$ cat src/touch_key_pkg.sv
// Purpose: shared constants for the touch-key and converter control slice
// Assumes: pclk at 10 MHz; registers one per aligned APB word
// Notes: register indexes are word numbers; byte address is four times the index
package touch_key_pkg;
    // ---------------------------------------------------------------
    // register indexes and address width
    // ---------------------------------------------------------------
    localparam logic [7:0] IDX_FIRST_TOUCH_CHANNEL = 8'ha7;
    localparam logic [7:0] IDX_INTERRUPT_ENABLE_SECOND = 8'ha9;
    localparam logic [7:0] IDX_CONVERTER_RESULT_LOW = 8'haa;
    localparam logic [7:0] IDX_CONVERTER_RESULT_HIGH = 8'hab;
    localparam logic [7:0] IDX_TOUCH_CONTROL = 8'had;
    localparam logic [7:0] IDX_CONVERTER_CHANNEL_SELECT = 8'hae;
    localparam logic [7:0] IDX_EVENT_STATUS = 8'hc0;
    localparam logic [7:0] IDX_EVENT_MASK = 8'hc1;
    localparam logic [7:0] IDX_COMMAND = 8'hc2;
    localparam int ADDR_W = 10;
    // ---------------------------------------------------------------
    // field positions
    // ---------------------------------------------------------------
    localparam int BIT_CONV_TOUCH_IRQ_ENABLE = 3;
    localparam int BIT_TOUCH_POWER_DOWN = 7;
    localparam int BIT_TOUCH_CONVERSION_DONE = 6;
    localparam int BIT_TOUCH_AUTO_RESTART = 5;
    localparam int BIT_TOUCH_VOLTAGE_SELECT = 4;
    localparam int BIT_TOUCH_EXTERNAL_CAP_SELECT = 3;
    localparam int BIT_IDLE_CHANNEL_DRIVE = 2;
    localparam int BIT_EVENT_TOUCH_DONE = 0;
    localparam int BIT_EVENT_CONVERTER_DONE = 1;
    localparam int BIT_CMD_TOUCH_START = 0;
    localparam int BIT_CMD_CONVERTER_START = 1;
    // ---------------------------------------------------------------
    // reset values
    // ---------------------------------------------------------------
    localparam logic [7:0] RST_INTERRUPT_ENABLE_SECOND = 8'h00;
    localparam logic [7:0] RST_TOUCH_CONTROL_RW = 8'h80;
    localparam logic [3:0] RST_CONVERTER_CHANNEL_FIELD = 4'hf;
    localparam logic [4:0] RST_FIRST_TOUCH_CHANNEL = 5'h1f;
    localparam logic [1:0] RST_EVENT_MASK = 2'h0;
    // ---------------------------------------------------------------
    // timing
    // ---------------------------------------------------------------
    localparam int CLK_PERIOD_NS = 100;
    localparam int TOUCH_PASS_TIME_NS = 10000;
    localparam int TOUCH_PASS_CYCLES = (TOUCH_PASS_TIME_NS + CLK_PERIOD_NS - 1) / CLK_PERIOD_NS;
    localparam int PASS_CNT_W = 8;
    typedef enum logic [1:0] {SCAN_ONCE, SCAN_TWICE, SCAN_FOUR, SCAN_EIGHT} touch_scan_repeat_mode_e;
endpackage

$ cat src/touch_scan_seq.sv
// Purpose: touch conversion sequencer with repeat passes and auto restart
// Assumes: start is a one-cycle pulse; analog front end paces itself per pass
// Notes: a start while powered down or busy is ignored
`timescale 1ns/10ps
module touch_scan_seq
(
    // clock and reset
    input wire logic pclk,
    input wire logic presetn,
    // control
    input wire logic start,
    input wire logic power_down,
    input wire logic auto_restart,
    input wire touch_key_pkg::touch_scan_repeat_mode_e mode,
    // status
    output logic busy,
    output logic done,
    output logic done_pulse
);
    import touch_key_pkg::*;

    logic [PASS_CNT_W-1:0] cycle_cnt;
    logic [3:0] passes_left;
    logic launch;
    logic finish;

    // last cycle of the last pass
    assign finish = busy && cycle_cnt == '0 && passes_left == 4'h0;

    // auto restart relaunches in the finishing cycle, so the done flag never blinks high
    assign launch = !power_down && ((start && !busy) || (finish && auto_restart));

    // pass counter: 1, 2, 4 or 8 passes of fixed length
    always_ff @(posedge pclk or negedge presetn)
    begin
        if (!presetn)
        begin
            busy <= 1'b0;
            cycle_cnt <= '0;
            passes_left <= 4'h0;
        end
        else if (power_down)
        begin
            busy <= 1'b0;
            cycle_cnt <= '0;
            passes_left <= 4'h0;
        end
        else if (launch)
        begin
            busy <= 1'b1;
            cycle_cnt <= PASS_CNT_W'(TOUCH_PASS_CYCLES - 1);
            passes_left <= 4'(1 << mode) - 4'h1;
        end
        else if (busy && cycle_cnt == '0)
        begin
            if (passes_left == 4'h0)
            begin
                busy <= 1'b0;
            end
            else
            begin
                passes_left <= passes_left - 4'h1;
                cycle_cnt <= PASS_CNT_W'(TOUCH_PASS_CYCLES - 1);
            end
        end
        else if (busy)
        begin
            cycle_cnt <= cycle_cnt - PASS_CNT_W'(1);
        end
    end

    // completion flag: low while running, high when finished
    always_ff @(posedge pclk or negedge presetn)
    begin
        if (!presetn)
        begin
            done <= 1'b1;
            done_pulse <= 1'b0;
        end
        else
        begin
            done <= !(launch || (busy && !(cycle_cnt == '0 && passes_left == 4'h0)));
            done_pulse <= busy && !power_down && cycle_cnt == '0 && passes_left == 4'h0;
        end
    end

    // total busy time equals passes times pass length
    logic [11:0] busy_len;
    always_ff @(posedge pclk or negedge presetn)
    begin
        if (!presetn)
            busy_len <= 12'h000;
        else
            busy_len <= launch ? 12'h000 : (busy ? busy_len + 12'h001 : 12'h000);
    end

    scan_length_a: assert property (@(posedge pclk) disable iff (!presetn)
        (!$past(power_down) && $fell(busy) && !power_down |->
            $past(busy_len) + 12'h001 == 12'((1 << mode) * TOUCH_PASS_CYCLES)))
        else $error("touch conversion length does not match repeat mode");
    done_busy_a: assert property (@(posedge pclk) disable iff (!presetn)
        busy |-> !done)
        else $error("completion flag high while converting");
endmodule // touch_scan_seq

$ cat src/touch_key_adc_control.sv
// Purpose: APB register slice for touch-key scanning and converter control
// Assumes: converter and touch front end run on pclk; APB master holds requests
// Notes: registers answer with pready in the first access cycle
//
// Added by the designer: the APB interface to the registers.
`timescale 1ns/10ps
module touch_key_adc_control
(
    // apb slave
    input wire logic pclk,
    input wire logic presetn,
    input wire logic psel,
    input wire logic penable,
    input wire logic pwrite,
    input wire logic [touch_key_pkg::ADDR_W-1:0] paddr,
    input wire logic [31:0] pwdata,
    input wire logic [3:0] pstrb,
    output logic [31:0] prdata,
    output logic pready,
    output logic pslverr,
    // interrupt
    output logic irq,
    // touch front end
    output logic touch_power_down,
    output logic touch_voltage_high,
    output logic touch_idle_shield,
    output logic touch_scan_active,
    output logic [4:0] touch_scan_channel,
    // converter front end
    output logic [3:0] converter_channel,
    output logic converter_start,
    input wire logic converter_done,
    input wire logic [11:0] converter_data
);
    import touch_key_pkg::*;

    // ---------------------------------------------------------------
    // registers
    // ---------------------------------------------------------------
    logic [7:0] interrupt_enable_second;
    logic [7:0] touch_control;
    logic [3:0] converter_channel_field;
    logic [4:0] first_touch_channel;
    logic [11:0] result;
    logic [1:0] event_status;
    logic [1:0] event_mask;
    logic touch_busy;
    logic touch_conversion_done;
    logic touch_done_pulse;
    logic touch_start_conversion;

    logic setup;
    logic access;
    logic wr_en;
    logic rd_en;
    logic [7:0] index;
    logic mapped;
    logic [7:0] read_value;

    assign setup = psel && !penable;
    assign access = psel && penable && pready;
    assign index = paddr[ADDR_W-1:2];
    assign wr_en = access && pwrite && pstrb[0] && !pslverr;
    assign rd_en = access && !pwrite && !pslverr;

    // ---------------------------------------------------------------
    // address decode and read mux
    // ---------------------------------------------------------------
    // reads are sampled at setup so prdata can come from a flop
    always_comb
    begin
        mapped = 1'b1;
        read_value = 8'h00;
        case (index)
            IDX_FIRST_TOUCH_CHANNEL: read_value = {3'h0, first_touch_channel};
            IDX_INTERRUPT_ENABLE_SECOND: read_value = interrupt_enable_second;
            IDX_CONVERTER_RESULT_LOW: read_value = {result[3:0], 4'h0};
            IDX_CONVERTER_RESULT_HIGH: read_value = result[11:4];
            IDX_TOUCH_CONTROL: read_value = {touch_control[7], touch_conversion_done,
                touch_control[5:0]};
            IDX_CONVERTER_CHANNEL_SELECT: read_value = {converter_channel_field, 4'h0};
            IDX_EVENT_STATUS: read_value = {6'h00, event_status};
            IDX_EVENT_MASK: read_value = {6'h00, event_mask};
            IDX_COMMAND: read_value = 8'h00;
            default: mapped = 1'b0;
        endcase
        if (paddr[1:0] != 2'b00)
        begin
            mapped = 1'b0;
        end
    end

    // one wait-free access phase; unmapped addresses answer with an error
    always_ff @(posedge pclk or negedge presetn)
    begin
        if (!presetn)
        begin
            pready <= 1'b0;
            pslverr <= 1'b0;
            prdata <= 32'h0000_0000;
        end
        else if (setup)
        begin
            pready <= 1'b1;
            pslverr <= !mapped;
            prdata <= (mapped && !pwrite) ? {24'h00_0000, read_value} : 32'h0000_0000;
        end
        else
        begin
            pready <= 1'b0;
            pslverr <= 1'b0;
        end
    end

    // ---------------------------------------------------------------
    // software-written registers
    // ---------------------------------------------------------------
    always_ff @(posedge pclk or negedge presetn)
    begin
        if (!presetn)
        begin
            interrupt_enable_second <= RST_INTERRUPT_ENABLE_SECOND;
            touch_control <= RST_TOUCH_CONTROL_RW;
            converter_channel_field <= RST_CONVERTER_CHANNEL_FIELD;
            first_touch_channel <= RST_FIRST_TOUCH_CHANNEL;
            event_mask <= RST_EVENT_MASK;
        end
        else if (wr_en)
        begin
            case (index)
                IDX_INTERRUPT_ENABLE_SECOND: interrupt_enable_second <= pwdata[7:0];
                // bit 6 is the read-only done flag and is not stored
                IDX_TOUCH_CONTROL: touch_control <= pwdata[7:0] & 8'hbf;
                IDX_CONVERTER_CHANNEL_SELECT: converter_channel_field <= pwdata[7:4];
                IDX_FIRST_TOUCH_CHANNEL: first_touch_channel <= pwdata[4:0];
                IDX_EVENT_MASK: event_mask <= pwdata[1:0];
                default: ;
            endcase
        end
    end

    // command strobes last one cycle after the write edge
    always_ff @(posedge pclk or negedge presetn)
    begin
        if (!presetn)
        begin
            touch_start_conversion <= 1'b0;
            converter_start <= 1'b0;
        end
        else
        begin
            touch_start_conversion <= wr_en && index == IDX_COMMAND && pwdata[BIT_CMD_TOUCH_START];
            converter_start <= wr_en && index == IDX_COMMAND && pwdata[BIT_CMD_CONVERTER_START];
        end
    end

    // ---------------------------------------------------------------
    // touch sequencer
    // ---------------------------------------------------------------
    touch_scan_seq u_seq
    (
        .pclk(pclk),
        .presetn(presetn),
        .start(touch_start_conversion),
        .power_down(touch_control[BIT_TOUCH_POWER_DOWN]),
        .auto_restart(touch_control[BIT_TOUCH_AUTO_RESTART]),
        .mode(touch_scan_repeat_mode_e'(touch_control[1:0])),
        .busy(touch_busy),
        .done(touch_conversion_done),
        .done_pulse(touch_done_pulse)
    );

    // ---------------------------------------------------------------
    // front-end drive
    // ---------------------------------------------------------------
    // idle channels return to ground as soon as the conversion ends
    always_ff @(posedge pclk or negedge presetn)
    begin
        if (!presetn)
        begin
            touch_power_down <= 1'b1;
            touch_voltage_high <= 1'b0;
            touch_idle_shield <= 1'b0;
            touch_scan_active <= 1'b0;
            touch_scan_channel <= RST_FIRST_TOUCH_CHANNEL;
            converter_channel <= RST_CONVERTER_CHANNEL_FIELD;
        end
        else
        begin
            touch_power_down <= touch_control[BIT_TOUCH_POWER_DOWN];
            touch_voltage_high <= touch_control[BIT_TOUCH_VOLTAGE_SELECT];
            touch_idle_shield <= touch_control[BIT_IDLE_CHANNEL_DRIVE] && touch_busy;
            touch_scan_active <= touch_busy;
            touch_scan_channel <= first_touch_channel;
            converter_channel <= converter_channel_field;
        end
    end

    // result captured when the converter reports completion
    always_ff @(posedge pclk or negedge presetn)
    begin
        if (!presetn)
            result <= 12'h000;
        else if (converter_done)
            result <= converter_data;
    end

    // ---------------------------------------------------------------
    // events and interrupt
    // ---------------------------------------------------------------
    // read clears; a new event in the clearing cycle survives
    always_ff @(posedge pclk or negedge presetn)
    begin
        if (!presetn)
            event_status <= 2'h0;
        else
            event_status <= (rd_en && index == IDX_EVENT_STATUS ? 2'h0 : event_status)
                | {converter_done, touch_done_pulse};
    end

    // shared source gated by the enable bit as well as the mask
    always_ff @(posedge pclk or negedge presetn)
    begin
        if (!presetn)
            irq <= 1'b0;
        else
            irq <= |(event_status & event_mask)
                && interrupt_enable_second[BIT_CONV_TOUCH_IRQ_ENABLE];
    end

    // ---------------------------------------------------------------
    // checks
    // ---------------------------------------------------------------
    irq_gate_a: assert property (@(posedge pclk) disable iff (!presetn)
        irq |-> $past(interrupt_enable_second[BIT_CONV_TOUCH_IRQ_ENABLE])
            && $past(|(event_status & event_mask)))
        else $error("interrupt raised while masked");
    power_down_a: assert property (@(posedge pclk) disable iff (!presetn)
        touch_power_down |-> ##1 !touch_busy)
        else $error("touch scan running while powered down");
    done_read_a: assert property (@(posedge pclk) disable iff (!presetn)
        setup && !pwrite && index == IDX_TOUCH_CONTROL |=>
            prdata[BIT_TOUCH_CONVERSION_DONE] == $past(touch_conversion_done))
        else $error("done flag read back wrong");
    restart_a: assert property (@(posedge pclk) disable iff (!presetn)
        touch_done_pulse && touch_control[BIT_TOUCH_AUTO_RESTART]
            && !touch_control[BIT_TOUCH_POWER_DOWN] |=> touch_busy)
        else $error("auto restart did not relaunch");
    no_restart_a: assert property (@(posedge pclk) disable iff (!presetn)
        touch_done_pulse && !touch_control[BIT_TOUCH_AUTO_RESTART]
            && !touch_start_conversion |=> !touch_busy)
        else $error("conversion repeated without start");
    voltage_a: assert property (@(posedge pclk) disable iff (!presetn)
        ##1 touch_voltage_high == $past(touch_control[BIT_TOUCH_VOLTAGE_SELECT]))
        else $error("voltage select not applied");
    shield_a: assert property (@(posedge pclk) disable iff (!presetn)
        touch_idle_shield |-> touch_scan_active && $past(touch_control[BIT_IDLE_CHANNEL_DRIVE]))
        else $error("idle channels shielded outside a scan");
    channel_route_a: assert property (@(posedge pclk) disable iff (!presetn)
        $changed(converter_channel_field) |=> converter_channel == $past(converter_channel_field))
        else $error("converter channel not routed");
    result_split_a: assert property (@(posedge pclk) disable iff (!presetn)
        setup && !pwrite && index == IDX_CONVERTER_RESULT_HIGH |=> prdata[7:0] == $past(result[11:4]))
        else $error("result high byte wrong");
endmodule // touch_key_adc_control

$ cat config.mk
export PLATFORM = sky130hd
export DESIGN_NAME = touch_key_adc_control
export DESIGN_NICKNAME = d
export VERILOG_FILES = /design/src/touch_key_pkg.sv /design/src/touch_scan_seq.sv /design/src/touch_key_adc_control.sv
export SDC_FILE = /design/constraint.sdc
export NUM_CORES = 1
export LEC_CHECK = 0
export ABC_CLOCK_PERIOD_IN_PS = 3000
export BUFFER_PORTS_ARGS = -buffer_cell sky130_fd_sc_hd__buf_2
export CAP_MARGIN = 40
export CORE_MARGIN = 2
export CORE_UTILIZATION = 52
export DETAILED_ROUTE_END_ITERATION = 7
export PLACE_DENSITY = 0.8
export SKIP_LAST_GASP = 1
export SYNTH_ARGS = -nofsm -noshare
export SYNTH_HDL_FRONTEND = slang
export SYNTH_SLANG_ARGS = --single-unit
$ cat constraint.sdc
create_clock -name pclk -period 3 [get_ports pclk]
set_input_delay 0.3 -clock pclk [delete_from_list [all_inputs] [get_ports pclk]]
set_output_delay 0.3 -clock pclk [all_outputs]
set_load 0.005 [all_outputs]
==> results of run 1 <==
per-layer routing:
metal,vias up,GRT usage,part of all wire
li1,1314,-,-
met1,1382,0.279,0.44
met2,105,0.335,0.48
met3,12,0.0448,0.063
met4,0,0.0657,0.015
met5,-,0,0
state kept, by name, summed over array words and instances, names as in the netlist, 2 cells and up:
signal                   count
converter_channel            4
u_seq.passes_left            4
u_seq.cycle_cnt              8
converter_channel_field      4
interrupt_enable_second      8
touch_scan_channel           5
event_mask                   2
event_status                 2
touch_control                7
prdata                       8
first_touch_channel          5
result                      12
cell usage after synthesis (4+ instances only):
cell type,count
nand2_1,25
dfrtp_1,60
nor2b_1,5
o21ai_0,9
and2_1,4
dfstp_2,21
nor4b_1,4
xor2_1,4
a21oi_1,10
nor3_1,12
buf_4,24
nor2_1,16
inv_1,6
a221oi_1,7
nand3b_1,4
mux2i_1,4
mux2_2,42
nand3_1,5
nand2b_1,4
a22oi_1,6
clkbuf_1,11
worst paths after layout:
path                                        start                    end  slack (ns)
min in group asynchronous                 presetn              prdata[7]        0.44
min                             converter_data[0]              result[0]        0.18
max reg2reg                    u_seq.cycle_cnt[0]   u_seq.passes_left[2]        0.67
max in group asynchronous                 presetn       touch_power_down        1.92
max                            u_seq.cycle_cnt[0]   u_seq.passes_left[2]        0.67
min reg2reg                first_touch_channel[4]  touch_scan_channel[4]        0.38
layout make-up:
| class | instances | area share |
|---|---|---|
| inverter | 6 | 0.00501 |
| clock buffer | 11 | 0.0292 |
| timing repair buffer | 65 | 0.0785 |
| sequential | 81 | 0.457 |
| tap | 99 | 0.0275 |
| clock inverter | 5 | 0.0231 |
| multi-input combinational | 239 | 0.380 |
power by group:
| part | total, mW | internal (mW) | switching (mW) |
|---|---|---|---|
| clock network | 0.929 | 0.554 | 0.375 |
| registers | 1.13 | 1.12 | 0.0156 |
| logic | 0.189 | 0.0813 | 0.108 |
| total | 2.25 | 1.75 | 0.498 |
logic make-up (layout without fill, tap and decap cells):
| group | Yosys count | in the layout | share of synthesized area |
|---|---|---|---|
| simple gates | 104 | 104 | 0.151 |
| flops | 81 | 81 | 0.521 |
| compound gates | 59 | 59 | 0.115 |
| mux | 46 | 46 | 0.130 |
| buf+inv | 46 | 87 | 0.0673 |
| xor+xnor | 4 | 4 | 0.00889 |
| fa+ha+maj | 2 | 2 | 0.00635 |
| other cells | 1 | 24 | 0.000951 |
through the flow:
step / setup WS, ns / util
floorplan: 0.902 / -
global placement: 0.723 / 0.580
detailed placement: 0.677 / 0.583
CTS: 0.680 / 0.617
global route: 0.518 / 0.617
finish: 0.667 / 0.617
timing repair:
item	4_1_cts	5_1_grt
hold buffers	1	0
endpoints found under the hold margin	27	0
resized for setup	0	0
==> results_dict.tcl, run 1 <==
set metrics [dict create \
    core_area_mm2 0.00729 \
    synth-seq-cells 81 \
    skew_ns 0.00689 \
    htree_levels 3 \
    drc 0 \
    placed_area_mm2 0.00425 \
    fin_tns_setup_ns 0 \
    stdcell_count 506 \
    yosys.area.top_type "dfrtp_1" \
    final_cell_mix "dfrtp_1 (60), buf_2 (60), mux2_2 (42), nand2_1 (25), conb_1 (24)" \
    antenna_found_initial 0 \
    rsz0062_at_grt "false" \
    yosysWarnings 0 \
    area_delta_synth_final_pct 14.1 \
    syn_avg_cell_area_um2 11.5 \
    die_height_um 91.1 \
    synthesis.area_mm2 0.00394 \
    grt_pass1_vias 2761 \
    relSlewSlack 0.499 \
    clk_path_buf_depth 2 \
    drt_iter0_drc 150 \
    wl_per_cell_um 15.9 \
    tightest_slew_ns 0.745 \
    final-max-slew-violation-count 0 \
    min_path_cells 2 \
    worstSetupStartpointType "register" \
    netlist.area_leader.share 0.381 \
    worst_hold_slack_ns 0.182 \
    postRouteAntennaNets 0 \
    multi_input_area_mm2 0.00171 \
    slowest_stage "or3b_2" \
    drt-pass1-iter-count 4 \
    die_area_mm2 0.00829 \
    hold_viol 0 \
    io_buffers 61 \
    synthTopCellsByArea "dfrtp_1 (38%), dfstp_2 (14%), mux2_2 (12%), buf_4 (4.6%), nand2_1 (2.4%)" \
    finalSetupViolCount 0 \
    total_power_mw 2.25 \
    synth_edf_count 0 \
    power.density_mw_per_mm2 500 \
    worstPathArrival_ns 2.54 \
    drt-vias-per-instance 5.56 \
    synthFlopType "dfrtp_1" \
    hp-class "in -> reg" \
    seq_area_mm2 0.00205 \
    grt_overflow 0 \
    num-nets-final 468 \
    numCtsBuffers 9 \
    ys_seq_area_frac 0.521 \
    yosysUniqueCellTypes 58 \
    syn_inst 343 \
    insertion_delay_ns 0.35 \
    min_period_ns 2.33 \
    fin_area_mm2 0.00450 \
    place.gp.congestion 0.893 \
    clockRootBuffer "clkbuf_8" \
    cts_tree "done" \
    max_freq_mhz 429 \
    start_util 0.540 \
    path_depth 7 \
    grt_usage 0.207 \
    post_route_cells_drive_above_1_share 0.391 \
    routed_wl_um 8060 \
    antenna_cells 0 \
    crit_fanout 6 \
    worst-path-buf-inv 1 \
    fin_crit_sh 0.778 \
    grt_max_degree 46 \
    vias 2813 \
    critPathMaxStageDelay_ns 0.52 \
    path_class "reg -> reg" \
    critical_path_required_ns 3.21 \
    clk_pin_slew_ns 0.08 \
    critPathTopFamily "simple AND/OR/NAND/NOR gates" \
    vdd_drop_max_uv 395 \
    ios 113 \
    numClockSinks 81 \
    dpl.hpwl_um 5870 \
    path_cells "inv_1, ha_1, or3b_2, nor4_4, nor2_1, o2bb2a_4, o31ai_1" \
    cap_viol_max_count 0 \
    r2r_cells 7 \
    status "finished clean" \
    synth-async-reset-ratio 1.00 \
    cts_setup_buffers 0 \
    die_x_um 91.1 \
    cp-end-kind "register" \
    leakage_nw 2.10 \
    fp-row-count 31 \
    grt_pass1_wl_um 13500 \
    fill_cells 610 \
    dp.cells 489 \
]
Power figures use the tool's default switching activity.
==> inputs of run 2 (changes only) <==
--- a/config.mk
+++ b/config.mk
@@ -5,13 +5,14 @@
 export SDC_FILE = /design/constraint.sdc
 export NUM_CORES = 1
 export LEC_CHECK = 0
-export ABC_CLOCK_PERIOD_IN_PS = 3000
+export ABC_AREA = 1
+export ABC_CLOCK_PERIOD_IN_PS = 2100
 export BUFFER_PORTS_ARGS = -buffer_cell sky130_fd_sc_hd__buf_2
 export CAP_MARGIN = 40
 export CORE_MARGIN = 2
-export CORE_UTILIZATION = 52
+export CORE_UTILIZATION = 47
 export DETAILED_ROUTE_END_ITERATION = 7
-export PLACE_DENSITY = 0.8
+export PLACE_DENSITY = 0.76
 export SKIP_LAST_GASP = 1
 export SYNTH_ARGS = -nofsm -noshare
 export SYNTH_HDL_FRONTEND = slang
==> constraint.sdc (replaced) <==
create_clock -name pclk -period 2.1 [get_ports pclk]
set_input_delay 0.21 -clock pclk [delete_from_list [all_inputs] [get_ports pclk]]
set_output_delay 0.21 -clock pclk [all_outputs]
set_load 0.005 [all_outputs]
==> results_dict.tcl, run 2 <==
set metrics [dict create \
    worstSetupStartpointType "register" \
    yosysUniqueCellTypes 43 \
    cts_tree "done" \
    area_delta_synth_final_pct 14.7 \
    yosysWarnings 0 \
    die_height_um 96.7 \
    slowest_stage "dfrtp_1" \
    clk_pin_slew_ns 0.09 \
    power.density_mw_per_mm2 656 \
    cts_setup_buffers 0 \
    grt_max_degree 43 \
    worstPathArrival_ns 2.14 \
    status "finished clean" \
    regToRegSetupSlack_ns 0.20 \
    critical_path_required_ns 2.34 \
    min_period_ns 1.90 \
    cts-resized-gates 0 \
    crit_fanout 8 \
    synthesis.area_mm2 0.00404 \
    wl_per_cell_um 13.1 \
    largest_register "result" \
    synthFlopType "dfrtp_1" \
    htree_levels 3 \
    path_cells "inv_1, ha_1, nand2_1, nor2_4, a21oi_2, nor3_2, nor2_4, nand2_4, clkinv_2, nand3_1, nand2_1" \
    hold_viol 0 \
    cts_hold_buf 1 \
    fin_util 0.561 \
    synthTopCellsByCount "nand2_1 (128), dfrtp_1 (60), inv_1 (45), o21ai_0 (36), nor2_1 (26)" \
    drt-pass1-iter-count 4 \
    clk_path_buf_depth 2 \
    drt_iter0_drc 157 \
    dp.cells 624 \
    tightest_slew_ns 0.523 \
    synthTopCellsByArea "dfrtp_1 (37%), dfstp_2 (14%), nand2_1 (12%), o21ai_0 (4.5%), buf_4 (4.5%)" \
    fin_crit_sh 0.903 \
    fin_area_mm2 0.00464 \
    worst_hold_slack_ns 0.0641 \
    drc 0 \
    cp-end-kind "register" \
    die_x_um 96.7 \
    final-max-slew-violation-count 0 \
    skew_ns 0.00923 \
    synth-seq-cells 81 \
    rsz0062_at_grt "false" \
    relSlewSlack 0.649 \
    core_area_mm2 0.00826 \
    max_freq_mhz 527 \
    cap_viol_max_count 0 \
    synth_most_common_cell "nand2_1" \
    multi_input_area_mm2 0.00168 \
    io_buffers 61 \
    num-nets-final 597 \
    netlist.area_leader.share 0.372 \
    critPathMaxStageDelay_ns 0.38 \
    clockRootBuffer "clkbuf_8" \
    dpl.hpwl_um 6380 \
    fin_ws_ns 0.204 \
    fin_tns_setup_ns 0 \
    vias 3223 \
    grt_overflow 0 \
    die_area_mm2 0.00936 \
    post_route_cells_drive_above_1_share 0.267 \
    finalSetupViolCount 0 \
    antenna_found_initial 0 \
    postRouteAntennaNets 0 \
    yosys.area.top_type "dfrtp_1" \
    leakage_nw 2.36 \
    largest_reg_flops 12 \
    drt-vias-per-instance 5.03 \
    syn_inst 460 \
    start_util 0.489 \
    grt_pass1_vias 3164 \
    numClockSinks 81 \
    synth_edf_count 0 \
    hp-class "in -> reg" \
    insertion_delay_ns 0.35 \
    path_class "reg -> reg" \
    vdd_drop_max_uv 353 \
    routed_wl_um 8390 \
    ys_seq_area_frac 0.508 \
    numCtsBuffers 9 \
    ios 113 \
    fp-row-count 33 \
    grt_pass1_wl_um 14500 \
    stdcell_count 641 \
    seq_area_mm2 0.00205 \
    final_cell_mix "nand2_1 (128), dfrtp_1 (60), buf_2 (60), inv_1 (45), o21ai_0 (36)" \
    place_ws_ns 0.226 \
    layout_commonest_cell "nand2_1" \
    antenna_cells 0 \
    synth-async-reset-ratio 1.00 \
    fill_cells 744 \
    syn_avg_cell_area_um2 8.79 \
    place.gp.congestion 0.871 \
    grt_usage 0.189 \
    placed_area_mm2 0.00441 \
    total_power_mw 3.04 \
]
-- run 2: cell types whose count changed after synthesis, moves of 6 or more --
cell / delta
nand2_1: +103
nand3_1: +16
nor2_1: +10
inv_1: +39
o21ai_0: +27
a221oi_1: -7
clkbuf_1: -9
a22oi_1: -6
mux2_2: -34
-- run 2: critical path: cells and delay by family, from the launching register on --
family | cells | cell delay, ns
compound gates | 1 | 0.10
fa+ha+maj | 1 | 0.18
buf+inv | 2 | 0.19
flops | 1 | 0.38
simple gates | 7 | 0.94
-- run 2: layout make-up --
class                   instances  area share
flip-flops and latches         81       0.443
multi-input cells             323       0.363
repair buffers                 66      0.0777
inverters                      50      0.0408
well taps                     105      0.0283
clock buffers                   9      0.0267
clock inverters                 7      0.0205
-- run 2: path summary, 6_finish.rpt --
kind / cells past startpoint / to / from
worst max-delay path: 11 / u_seq.passes_left[3] / u_seq.cycle_cnt[0]
worst min-delay path: 3 / result[1] / converter_data[1]
worst max register to register: 11 / u_seq.passes_left[3] / u_seq.cycle_cnt[0]
worst min register to register: 0 / converter_channel[3] / converter_channel_field[3]
max in group asynchronous: 3 / converter_channel_field[3] / presetn
min in group asynchronous: 2 / interrupt_enable_second[4] / presetn
-- run 2: kinds of logic (layout without fill, tap and decap cells) --
family	after synthesis	in the layout	synth area share
other cells	1	24	0.000928
mux	8	8	0.0223
fa+ha+maj	2	2	0.00619
simple gates	224	224	0.276
compound gates	63	63	0.0854
flops	81	81	0.508
buf+inv	79	132	0.0969
xor+xnor	2	2	0.00434
-- run 2: where the power goes --
part | switching (mW) | internal [mW] | leakage [nW]
sequential | 0.0165 | 1.59 | 1.02
clock | 0.569 | 0.666 | 0.0975
combinational | 0.128 | 0.0715 | 1.25
total | 0.713 | 2.33 | 2.36
-- run 2: layer usage --
layer	up-vias	GRT usage	wire (µm)
met5	-	0	0
met2	95	0.287	3830
met1	1533	0.266	3920
li1	1582	-	-
met4	0	0.0672	159
met3	13	0.0455	479
==> inputs of run 3 (changes only) <==
--- a/config.mk
+++ b/config.mk
@@ -6,13 +6,14 @@
 export NUM_CORES = 1
 export LEC_CHECK = 0
 export ABC_AREA = 1
-export ABC_CLOCK_PERIOD_IN_PS = 2100
+export ABC_CLOCK_PERIOD_IN_PS = 2040
 export BUFFER_PORTS_ARGS = -buffer_cell sky130_fd_sc_hd__buf_2
 export CAP_MARGIN = 40
 export CORE_MARGIN = 2
-export CORE_UTILIZATION = 47
+export CORE_UTILIZATION = 52
+export CTS_BUF_LIST = sky130_fd_sc_hd__clkbuf_4
 export DETAILED_ROUTE_END_ITERATION = 7
-export PLACE_DENSITY = 0.76
+export PLACE_DENSITY = 0.8
 export SKIP_LAST_GASP = 1
 export SYNTH_ARGS = -nofsm -noshare
 export SYNTH_HDL_FRONTEND = slang
==> constraint.sdc (replaced) <==
create_clock -name pclk -period 2.04 [get_ports pclk]
set_input_delay 0.204 -clock pclk [delete_from_list [all_inputs] [get_ports pclk]]
set_output_delay 0.204 -clock pclk [all_outputs]
set_load 0.005 [all_outputs]
==> results_dict.tcl, run 3 (synthesized netlist as in run 2, its figures left out) <==
set metrics [dict create \
    status "finished clean" \
    clockPowerShare 0.332 \
    fin_tns_setup_ns 0 \
    dpl.hpwl_um 6430 \
    min-delay-start "pwdata[7]" \
    die_area_mm2 0.00849 \
    relSlewSlack 0.635 \
    critPathTopFamily "simple AND/OR/NAND/NOR gates" \
    core_area_mm2 0.00765 \
    post_route_cells_drive_above_1_share 0.259 \
    worstPathArrival_ns 2.19 \
    layout_commonest_cell "nand2_1" \
    leakage_nw 2.39 \
    dp.cells 619 \
    rsz0062_at_grt "false" \
    drc 0 \
    grt_usage 0.226 \
    p_int_mw 2.02 \
    numClockSinks 81 \
    largest_reg_flops 12 \
    vias 3292 \
    vdd_drop_max_uv 379 \
    fill_cells 633 \
    skew_ns 0.0120 \
    fp-row-count 32 \
    min_path_cells 3 \
    final-max-slew-violation-count 0 \
    drt_iter0_drc 217 \
    start_util 0.528 \
    slowest_stage "dfrtp_1" \
    htree_levels 3 \
    grt_pass1_vias 3119 \
    die_x_um 92.2 \
    clk_pin_slew_ns 0.15 \
    worst-path-buf-inv 2 \
    cp-end-kind "register" \
    critPathMaxStageDelay_ns 0.40 \
    path_class "reg -> reg" \
    regToRegSetupSlack_ns 0.18 \
    total_power_mw 2.82 \
    io_buffers 61 \
    switching_power_uw 799 \
    die_height_um 92.2 \
    antenna_cells 0 \
    num-nets-final 609 \
    cts_setup_buffers 0 \
    drt-vias-per-instance 5.06 \
    min_to "touch_control[7]" \
    clockRootBuffer "clkbuf_4" \
    worst_hold_slack_ns 0.0251 \
    max_freq_mhz 538 \
    path_cells "inv_1, ha_1, nand2_1, nor2_4, a21oi_2, nor3_2, nor2_4, nand2_4, clkinv_2, nand3_1, nand2_1" \
    insertion_delay_ns 0.44 \
    largest_register "result" \
    grt_overflow 0 \
    grt_pass1_wl_um 14900 \
    fin_util 0.611 \
    fin_area_mm2 0.00468 \
    min_period_ns 1.86 \
    p_seq_frac 0.587 \
    critical_path_required_ns 2.38 \
    tightest_slew_ns 0.546 \
    routed_wl_um 8920 \
    placed_area_mm2 0.00439 \
    cts_tree "done" \
    path_depth 11 \
    swShare 0.283 \
    stdcell_count 650 \
    worstReg2RegEnd "u_seq.passes_left[2]" \
    place.gp.congestion 0.860 \
    crit_start "u_seq.cycle_cnt[1]" \
    clk_path_buf_depth 2 \
    postRouteAntennaNets 0 \
    place_ws_ns 0.173 \
    fin_crit_sh 0.910 \
    hp-class "in -> reg" \
    wl_per_cell_um 13.7 \
    cap_viol_max_count 0 \
    hold_viol 0 \
    antenna_found_initial 0 \
    numCtsBuffers 9 \
    r2r-start "u_seq.cycle_cnt[1]" \
    area_delta_synth_final_pct 15.7 \
    ios 113 \
    r2r_cells 11 \
    grt_max_degree 82 \
    drt-pass1-iter-count 8 \
    final_cell_mix "nand2_1 (128), dfrtp_1 (60), buf_2 (60), inv_1 (44), o21ai_0 (36)" \
    power.density_mw_per_mm2 603 \
    finalSetupViolCount 0 \
    p_comb_frac 0.081 \
    fin_ws_ns 0.183 \
    worstSetupStartpointType "register" \
    crit_fanout 8 \
]
## run 3: cell type report
class / instances / area (µm²) / area share
Sequential cell: 81 / 2050 / 0.439
Tap cell: 102 / 128 / 0.0273
Multi-Input combinational cell: 323 / 1680 / 0.360
Timing Repair Buffer: 78 / 485 / 0.104
Inverter: 50 / 189 / 0.0404
Clock inverter: 7 / 70.1 / 0.0150
Clock buffer: 9 / 67.6 / 0.0145
## run 3: worst max path at each step
stage | end | slack [ns]
2_1_floorplan | u_seq.passes_left[3] | 0.37
3_3_place_gp | u_seq.passes_left[3] | 0.21
3_5_place_dp | u_seq.passes_left[3] | 0.17
4_1_cts | u_seq.passes_left[2] | 0.12
5_1_grt | u_seq.passes_left[3] | 0.02
6_report | u_seq.passes_left[2] | 0.18
## run 3: worst min-delay path, delay by kind of cell
kind | cells | cell delay [ns]
buffers and inverters | 2 | 0.17
AOI/OAI and AO/OA | 1 | 0.09
## run 3: what timing repair did
item,CTS,global route
endpoints found under the hold margin,75,0
resized for setup,0,1
hold buffers,15,0
endpoints found under the setup margin,0,1
## run 3: power groups by stage
stage          clock [mW]  sequential, mW  combinational [mW]
3_5_place_dp            0            1.68               0.205
5_1_grt              1.04            1.66               0.258
2_1_floorplan           0            1.68               0.139
3_3_place_gp            0            1.68               0.198
4_1_cts             0.958            1.66               0.228
6_report            0.937            1.66               0.229
## run 3: layer usage
layer	global-route usage	up-vias	wire [µm]
met5	0	-	0
met4	0.0908	0	206
met3	0.0386	17	493
met2	0.352	112	4160
met1	0.316	1546	4060
li1	-	1617	-
